===== config.mk =====
export PLATFORM = sky130hd
export DESIGN_NAME = hot_swap_friendly_ctrl
export DESIGN_NICKNAME = d
export VERILOG_FILES = /design/src/include/hs_pkg.sv /design/src/hs_sync.sv /design/src/hs_loader.sv /design/src/hot_swap_friendly_ctrl.sv
export SDC_FILE = /design/constraint.sdc
export NUM_CORES = 1
export LEC_CHECK = 0
export BUFFER_PORTS_ARGS = -buffer_cell sky130_fd_sc_hd__buf_2
export CAP_MARGIN = 20
export CORE_ASPECT_RATIO = 2
export CORE_UTILIZATION = 51
export CTS_CLUSTER_SIZE = 24
export DETAILED_ROUTE_END_ITERATION = 12
export GPL_TIMING_DRIVEN = 0
export PLACE_DENSITY_LB_ADDON = 0.12
export SETUP_SLACK_MARGIN = 0.3
export SLEW_MARGIN = 5
export SYNTH_ARGS = -nofsm -noshare
export SYNTH_HDL_FRONTEND = slang
export SYNTH_SLANG_ARGS = --single-unit

===== constraint.sdc =====
create_clock -name clk -period 2.8 [get_ports clk]
set_clock_uncertainty 0.15 [all_clocks]
set_input_delay 0.84 -clock clk [delete_from_list [all_inputs] [get_ports clk]]
set_output_delay 0.84 -clock clk [all_outputs]
set_load 0.05 [all_outputs]

===== src/include/hs_pkg.sv =====
// Shared constants, types and register layout of the hot swap control block
package hs_pkg;
	// ----------------------------------------
	// Register offsets
	// ----------------------------------------
	localparam logic [7:0] OFS_HS = 8'h00;
	localparam logic [7:0] OFS_MISC = 8'h04;
	localparam logic [7:0] OFS_IRQ_ST = 8'h08;
	localparam logic [7:0] OFS_IRQ_EN = 8'h0C;
	localparam logic [7:0] OFS_IRQ_CLR = 8'h10;

	// ----------------------------------------
	// Field positions
	// ----------------------------------------
	localparam int HS_INS = 0;
	localparam int HS_EXT = 1;
	localparam int HS_LOO = 2;
	localparam int HS_EIM = 3;
	localparam int HS_LATCH = 4;
	localparam int BOARD_HEALTHY_N_N = 5;
	localparam int MISC_HOLD = 0;
	localparam int MISC_EVEN = 1;
	localparam int OPT_HOLDOFF = 0;
	localparam int OPT_LOAD = 1;
	localparam int OPT_W = 4;
	localparam int IRQ_INS = 0;
	localparam int IRQ_EXT = 1;
	localparam int IRQ_LOAD = 2;
	localparam int IRQ_W = 3;

	// ----------------------------------------
	// Reset values and counts
	// ----------------------------------------
	localparam logic MISC_EVEN_RST = 1'b1;
	localparam logic [1:0] SYNC_RST = 2'h1;
	localparam logic [15:0] LOAD_CYCLES = 16'h0040;

	// ----------------------------------------
	// Types
	// ----------------------------------------
	typedef enum logic [2:0] {ST_RESET, ST_LOAD, ST_LATCH, ST_HOLD, ST_RUN, ST_EXT} fsm_e;

	typedef struct packed {
		logic [7:0] addr;
		logic [31:0] wdata;
		logic wr;
		logic rd;
	} reg_req_s;

	typedef struct packed {
		logic [1:0] s1;
		logic [1:0] s2;
	} sync_s;

	typedef struct packed {
		logic busy;
		logic done;
		logic [15:0] cnt;
	} load_s;

	typedef struct packed {
		fsm_e fsm;
		logic insertion_flag;
		logic extraction_flag;
		logic led_on_ctrl;
		logic event_line_mask;
		logic holdoff;
		logic ev_en;
		logic [OPT_W-1:0] opts;
		logic [IRQ_W-1:0] irq_st;
		logic [IRQ_W-1:0] irq_en;
		logic [31:0] rdata;
		logic lrst_n;
		logic lrst_oe;
		logic sw_q;
		logic hl_q;
		logic prst_q;
		logic lrin_q;
		logic load_start;
	} ctl_s;
endpackage


===== src/hs_sync.sv =====
// Two-stage synchroniser for the latch switch and healthy inputs
`timescale 1ns/1ps
module hs_sync
(
	input wire logic clk,
	input wire logic rstn,
	input wire logic [1:0] din,
	output logic [1:0] dout
);
	hs_pkg::sync_s st;
	hs_pkg::sync_s next_st;

	// First stage feeds only the second stage
	always_comb
	begin
		next_st.s1 = din;
		next_st.s2 = st.s1;
	end

	always_ff @(posedge clk or negedge rstn)
	begin
		if (!rstn)
		begin
			st <= {hs_pkg::SYNC_RST, hs_pkg::SYNC_RST};
		end
		else
		begin
			st <= next_st;
		end
	end

	assign dout = st.s2;
endmodule


===== src/hs_loader.sv =====
// Serial configuration memory load sequencer, timed by a cycle count
`timescale 1ns/1ps
module hs_loader
(
	input wire logic clk,
	input wire logic rstn,
	input wire logic start,
	output logic busy,
	output logic done
);
	hs_pkg::load_s st;
	hs_pkg::load_s next_st;

	always_comb
	begin
		next_st = st;
		next_st.done = 1'b0;
		if (start)
		begin
			next_st.busy = 1'b1;
			next_st.cnt = hs_pkg::LOAD_CYCLES;
		end
		else if (st.busy)
		begin
			next_st.cnt = st.cnt - 16'h0001;
			if (st.cnt == 16'h0001)
			begin
				next_st.busy = 1'b0;
				next_st.done = 1'b1;
			end
		end
	end

	always_ff @(posedge clk or negedge rstn)
	begin
		if (!rstn)
		begin
			st <= '0;
		end
		else
		begin
			st <= next_st;
		end
	end

	assign busy = st.busy;
	assign done = st.done;
endmodule


===== src/hot_swap_friendly_ctrl.sv =====
// Hot swap friendly control: latch, healthy, indicator, event line, insertion and extraction
// Contract
// - Drive indicator low when unhealthy or LED bit
// - Latch input low means open, high closed
// - Healthy high or PCI reset holds internal reset
// - PCI reset with healthy low drives local reset
// - Capture option pins on three reset edges
// - Start memory load when leaving internal reset
// - After load set insertion, event, accept config
// - Hold-off option withholds event and retries config
// - Clearing hold-off bit completes the insertion
// - Host write clears insertion and releases event
// - Latch falling edge sets extraction and event
// - Host write clears extraction and event line
// - Latch re-close with LED bit set resumes insertion without reload
//
// The plain strobed port and the address map were decided locally.
`timescale 1ns/1ps
module hot_swap_friendly_ctrl
(
	input wire logic clk,
	input wire logic rstn,
	input wire logic pci_rst_n,
	input wire logic board_healthy_n,
	input wire logic latch_switch_in,
	input wire logic local_reset_in_n,
	input wire logic [hs_pkg::OPT_W-1:0] option_pins,
	input wire hs_pkg::reg_req_s bus,
	output logic [31:0] rdata,
	output logic indicator_led_out,
	output logic indicator_led_oe,
	output logic enum_out,
	output logic enum_oe,
	output logic local_reset_out_n,
	output logic local_reset_oe,
	output logic cfg_accept,
	output logic cfg_retry,
	output logic eeprom_busy,
	output logic irq
);
	hs_pkg::ctl_s st;
	hs_pkg::ctl_s next_st;
	logic [1:0] sync_out;
	logic sw_s;
	logic hl_s;
	logic in_reset;
	logic load_done;

	// ----------------------------------------
	// Input synchronisers and loader
	// ----------------------------------------
	hs_sync u_sync
	(
		.clk(clk),
		.rstn(rstn),
		.din({latch_switch_in, board_healthy_n}),
		.dout(sync_out)
	);

	hs_loader u_loader
	(
		.clk(clk),
		.rstn(rstn),
		.start(st.load_start),
		.busy(eeprom_busy),
		.done(load_done)
	);

	// High means latch closed
	assign sw_s = sync_out[1];
	assign hl_s = sync_out[0];
	assign in_reset = hl_s || !pci_rst_n;

	// ----------------------------------------
	// Register read decode
	// ----------------------------------------
	function automatic logic [31:0] read_word(input logic [7:0] addr, input hs_pkg::ctl_s s,
		input logic sw, input logic hl);
		logic [31:0] w;
		w = 32'h0000_0000;
		unique case (addr)
			hs_pkg::OFS_HS:
			begin
				w[hs_pkg::HS_INS] = s.insertion_flag;
				w[hs_pkg::HS_EXT] = s.extraction_flag;
				w[hs_pkg::HS_LOO] = s.led_on_ctrl;
				w[hs_pkg::HS_EIM] = s.event_line_mask;
				w[hs_pkg::HS_LATCH] = sw;
				w[hs_pkg::BOARD_HEALTHY_N_N] = hl;
			end
			hs_pkg::OFS_MISC:
			begin
				w[hs_pkg::MISC_HOLD] = s.holdoff;
				w[hs_pkg::MISC_EVEN] = s.ev_en;
				w[8 +: hs_pkg::OPT_W] = s.opts;
			end
			hs_pkg::OFS_IRQ_ST:
			begin
				w[hs_pkg::IRQ_W-1:0] = s.irq_st;
			end
			hs_pkg::OFS_IRQ_EN:
			begin
				w[hs_pkg::IRQ_W-1:0] = s.irq_en;
			end
			default:
			begin
				w = 32'h0000_0000;
			end
		endcase
		return w;
	endfunction

	// ----------------------------------------
	// Next state
	// ----------------------------------------
	always_comb
	begin
		next_st = st;
		next_st.load_start = 1'b0;
		next_st.sw_q = sw_s;
		next_st.hl_q = hl_s;
		next_st.prst_q = pci_rst_n;
		next_st.lrin_q = local_reset_in_n;
		next_st.rdata = 32'h0000_0000;
		if (bus.rd)
		begin
			next_st.rdata = read_word(bus.addr, st, sw_s, hl_s);
		end
		// Straps are taken on healthy fall, PCI reset rise or local reset rise
		if ((st.hl_q && !hl_s) || (!st.prst_q && pci_rst_n) || (!st.lrin_q && local_reset_in_n))
		begin
			next_st.opts = option_pins;
		end
		// Released while healthy is high; low only with PCI reset and a powered back end
		next_st.lrst_oe = !hl_s;
		next_st.lrst_n = pci_rst_n || hl_s;
		if (in_reset)
		begin
			next_st.fsm = hs_pkg::ST_RESET;
			next_st.insertion_flag = 1'b0;
			next_st.extraction_flag = 1'b0;
			next_st.led_on_ctrl = 1'b0;
			next_st.event_line_mask = 1'b0;
			next_st.holdoff = 1'b0;
			next_st.ev_en = hs_pkg::MISC_EVEN_RST;
			next_st.irq_st = '0;
			next_st.irq_en = '0;
		end
		else
		begin
			if (bus.wr)
			begin
				unique case (bus.addr)
					hs_pkg::OFS_HS:
					begin
						if (bus.wdata[hs_pkg::HS_INS] || bus.wdata[hs_pkg::HS_EIM])
						begin
							next_st.insertion_flag = 1'b0;
						end
						if (bus.wdata[hs_pkg::HS_EXT])
						begin
							next_st.extraction_flag = 1'b0;
						end
						next_st.led_on_ctrl = bus.wdata[hs_pkg::HS_LOO];
						next_st.event_line_mask = bus.wdata[hs_pkg::HS_EIM];
					end
					hs_pkg::OFS_MISC:
					begin
						next_st.holdoff = bus.wdata[hs_pkg::MISC_HOLD];
						next_st.ev_en = bus.wdata[hs_pkg::MISC_EVEN];
					end
					hs_pkg::OFS_IRQ_EN:
					begin
						next_st.irq_en = bus.wdata[hs_pkg::IRQ_W-1:0];
					end
					hs_pkg::OFS_IRQ_CLR:
					begin
						next_st.irq_st = st.irq_st & ~bus.wdata[hs_pkg::IRQ_W-1:0];
					end
					default:
					begin
						next_st.irq_st = next_st.irq_st;
					end
				endcase
			end
			// Event sets come after the writes so a set in the clearing cycle wins
			unique case (st.fsm)
				hs_pkg::ST_RESET:
				begin
					next_st.holdoff = next_st.opts[hs_pkg::OPT_HOLDOFF];
					if (next_st.opts[hs_pkg::OPT_LOAD])
					begin
						next_st.load_start = 1'b1;
						next_st.fsm = hs_pkg::ST_LOAD;
					end
					else
					begin
						next_st.fsm = hs_pkg::ST_LATCH;
					end
				end
				hs_pkg::ST_LOAD:
				begin
					if (load_done)
					begin
						next_st.irq_st[hs_pkg::IRQ_LOAD] = 1'b1;
						next_st.fsm = hs_pkg::ST_LATCH;
					end
				end
				hs_pkg::ST_LATCH:
				begin
					if (sw_s && st.holdoff)
					begin
						next_st.fsm = hs_pkg::ST_HOLD;
					end
					else if (sw_s)
					begin
						next_st.insertion_flag = 1'b1;
						next_st.irq_st[hs_pkg::IRQ_INS] = 1'b1;
						next_st.fsm = hs_pkg::ST_RUN;
					end
				end
				hs_pkg::ST_HOLD:
				begin
					if (!st.holdoff)
					begin
						next_st.insertion_flag = 1'b1;
						next_st.irq_st[hs_pkg::IRQ_INS] = 1'b1;
						next_st.fsm = hs_pkg::ST_RUN;
					end
				end
				hs_pkg::ST_RUN:
				begin
					if (st.sw_q && !sw_s)
					begin
						next_st.extraction_flag = 1'b1;
						next_st.irq_st[hs_pkg::IRQ_EXT] = 1'b1;
						next_st.fsm = hs_pkg::ST_EXT;
					end
				end
				hs_pkg::ST_EXT:
				begin
					if (st.sw_q && !sw_s)
					begin
						next_st.extraction_flag = 1'b1;
						next_st.irq_st[hs_pkg::IRQ_EXT] = 1'b1;
					end
					else if (!st.sw_q && sw_s && st.led_on_ctrl)
					begin
						// Back end stayed up, so configuration is still valid
						next_st.fsm = hs_pkg::ST_LATCH;
					end
				end
			endcase
		end
	end

	always_ff @(posedge clk or negedge rstn)
	begin
		if (!rstn)
		begin
			st <= '0;
		end
		else
		begin
			st <= next_st;
		end
	end

	// ----------------------------------------
	// Outputs
	// ----------------------------------------
	assign rdata = st.rdata;
	assign indicator_led_out = 1'b0;
	assign indicator_led_oe = hl_s || st.led_on_ctrl;
	assign enum_out = 1'b0;
	// Mask gates the line, and writing it set also clears insertion; flags still set underneath
	assign enum_oe = (st.insertion_flag || st.extraction_flag) && st.ev_en && !st.event_line_mask && !hl_s;
	assign local_reset_out_n = st.lrst_n;
	assign local_reset_oe = st.lrst_oe;
	assign cfg_accept = (st.fsm == hs_pkg::ST_RUN) || (st.fsm == hs_pkg::ST_EXT);
	assign cfg_retry = st.fsm == hs_pkg::ST_HOLD;
	assign irq = |(st.irq_st & st.irq_en);
endmodule


==> metrics.md <==
| Metric | Value |
|---|---|
| Outcome | finished, final reports clean |
| Clock sink count | 58 |
| Worst Hold Launch | u_sync.next_st[1]$_DFF_PN0_ |
| Seq cells post-synth | 58 |
| CTS Root Cell | clkbuf_8 |
| Global route hottest layer | met2 |
| Diodes inserted | 0 |
| Fraction of registers with async set or reset after synthesis | 1.00 |
| Critical-path top delay cell | dfrtp_1 |
| Leak | 1.76 nW |
| Max Buffers Root-to-Sink | 2 |
| Post-synthesis cell area | 2910 µm² |
| Layout area overhead | 20.4% |
| Vias in the first global route | 2,156 |
| Detailed-route DRC error count | 0 |
| ANT nets after route | 0 |
| Cell breakdown of the critical path | clkbuf_1 > nor2b_2 > buf_4 |
| CTS tree | built |
| Arrival @ worst endpoint | 1470 ps |
| Avg Vias per Cell | 5.17 |
| Crit path from | st[57]$_DFFE_PN0P_ |
| Syn_area_per_cell | 10.3 µm² |
| Die H | 109 µm |
| Final min period | 2460 ps |
| Final worst setup slack | 345 ps |
| Data required time of the worst path | 1810 ps |
| Number of iterations in the first detailed-routing pass | 5 |
| Hold Fails Final Rpt | 0 |
| Reg2reg start | u_loader.busy$_DFF_PN0_ |
| Core Rows | 38 |
| Placed inst area | 3300 µm² |
| Met2 usage in global routing | 0.416 |
| M1 GR Usage | 0.197 |
| Max incr delay on CP | 320 ps |
| Starting Density | 0.533 |
| First-pass GRT wire length | 9.78 mm |
| Top achievable clock speed | 407 MHz |
| Layout cells sized above 1 | 0.331 |
| Unrepaired setup endpoints after global routing | true |
| Initial DRC Count | 67 |
| Biggest area consumer among synthesized cells | dfrtp_1 |
| Dpl cells | 405 |
| Max rail drop VDD | 557 µV |
| Design area | 3510 µm² |
| # IOs | 94 |
| Vias | 2,185 |
| Grt ovf | 0 |
| GRT Total Usage | 0.213 |
| Most used DFF post-synth | dfrtp_1 |
| Max-Cap Viols | 0 |
| Die area | 6040 µm² |
| Htree depth | 3 |
| Die X | 55.4 µm |
| Post-Syn Instances | 282 |
| Worst slew pin tran | 719 ps |
| Slew Limit Fails | 0 |
| Area contributors post-synth | dfrtp_1 (48%), buf_4 (8.8%), nor2_1 (3.1%) |
| Kind of end point of the critical path | primary output |
| Critical path fanouts, max | 10 |
| Nets | 412 |
| Startpoint types | flop |
| Routed WL per cell | 14.1 µm |
| Register area share after synthesis | 0.499 |
| Post-synth EDFFs | 0 |
| Share of the synthesized area in the top cell type | 0.481 |
| Final setup violating endpoints | 0 |
| Antenna violations before repair | 0 |
| Largest net degree at the start of global routing | 32 |
| Crit share post-route | 0.877 |
| Fin cells | 423 |
| Routability Congestion | 0.846 |
| Worst hold-check path type | flop to flop |
| PD cells | 686 nW/µm² |
| Slew HR | 0.516 |
| Setup CP Type | flop to primary output |
| M3 GR Usage | 0.0558 |
| Count of input and output buffers | 39 |
| Worst-Skew Late Latency | 340 ps |
| CTS Buf Count | 9 |
| Final HPWL DP | 4.55 mm |
| Synth warnings | 0 |
| Routed WL | 5.96 mm |
| Worst-path clk slew | 60 ps |
| Post-place setup slack | 18.4 ps |
| Core area | 5470 µm² |
| Synth unique cells | 49 |
| Hold WS | 197 ps |
| Final setup TNS | 0 ps |
registers in the layout, indices dropped and copies added, names as in the netlist:
signal	count
local_reset_oe	1
rdata	10
local_reset_out_n	1
u_loader.done	1
u_loader.busy	1
st	24
u_sync.dout	2
u_loader.st	16
u_sync.next_st	2
synthesized netlist by cell type, types with 2 or more instances:
library cell / n
nand3_1: 12
nand4b_1: 3
and2_1: 9
and4b_1: 3
o21ai_0: 9
nand2b_1: 6
nor2b_1: 6
ha_1: 2
mux2i_1: 4
nand2_1: 14
or2_2: 5
and3b_1: 2
a31o_2: 2
a222oi_1: 2
inv_1: 6
xor2_1: 4
nor2_1: 24
nor3b_1: 3
mux2_2: 5
buf_4: 34
a21oi_1: 12
mux4_2: 2
dfrtp_1: 56
clkbuf_1: 9
nand3b_1: 3
dfstp_2: 2
a211oi_1: 2
xnor2_1: 4
nor4_1: 6
or3_1: 4
nor3_1: 4
and3_1: 4
a21bo_2: 3
cells by family (layout without fill, tap and decap cells):
kind of cell / after synthesis / after routing / share of synthesized area
AND/OR/NAND/NOR: 113 / 113 / 0.220
flip-flops: 58 / 58 / 0.499
buffers and inverters: 51 / 109 / 0.110
AO/OA/AOI/OAI: 38 / 38 / 0.0889
multiplexers: 11 / 11 / 0.0485
XOR/XNOR: 8 / 8 / 0.0241
adder cells (fa/ha/maj): 2 / 2 / 0.00859
other: 1 / 24 / 0.00129
layout make-up:
cell class	count	area (µm²)
Clock inverter	2	10.0
Inverter	7	26.3
Buffer	44	297
Fill cell	461	1960
Sequential cell	58	1450
Multi-Input combinational cell	196	1240
Timing Repair Buffer	42	233
Tap cell	60	75.1
Clock buffer	14	173
timing repair:
action	4_1_cts	5_1_grt
setup buffers	0	2
hold buffers	0	0
hold endpoints to repair	0	0
endpoints found under the setup margin	2	5
gates resized for setup	2	4
pin swaps	0	1
worst max-delay path, delay by kind of cell, from the launching register on:
kind / cells / cell delay [ps]
buffers and inverters: 2 / 520
AND/OR/NAND/NOR: 1 / 290
flip-flops: 1 / 320
report_power, final:
group	total [mW]	internal (mW)	switching, mW
clock	0.702	0.391	0.311
combinational	0.640	0.258	0.382
sequential	1.07	0.958	0.107
per-stage QoR:
stage                     utilization  power [mW]
after global routing            0.641        2.55
final                           0.641        2.41
after CTS                       0.637        2.43
after global placement          0.599        1.69
after detailed placement        0.603        1.72
after floorplan                     -        1.56
routing by layer:
| metal | share of wire | up-vias |
|---|---|---|
| met2 | 0.59 | 51 |
| met3 | 0.037 | 12 |
| li1 | - | 1072 |
| met5 | 0 | - |
| met4 | 0.026 | 0 |
| met1 | 0.35 | 1050 |
layout by cell type, fill, tap and decap left out, types with 6 or more instances in the layout:
cell,count
a21oi_1,12
and2_1,9
buf_2,39
buf_4,37
clkbuf_1,9
clkbuf_8,12
conb_1,24
dfrtp_1,56
inv_1,6
nand2_1,14
nand2b_1,6
nand3_1,12
nor2_1,24
o21ai_0,9
final timing paths:
kind / cells past startpoint / endpoint / slack (ps)
setup reg to reg: 6 / u_loader.st[15]$_DFFE_PN0P_ / 610
hold reg to reg: 0 / u_sync.dout[1]$_DFF_PN0_ / 200
max in group asynchronous: 2 / u_loader.st[12]$_DFFE_PN0P_ / 1530
min in group asynchronous: 1 / rdata[10]$_DFF_PN0_ / 380
hold / removal: 0 / u_sync.dout[1]$_DFF_PN0_ / 200
setup / recovery: 3 / cfg_accept / 340
Power figures use the tool's default switching activity.
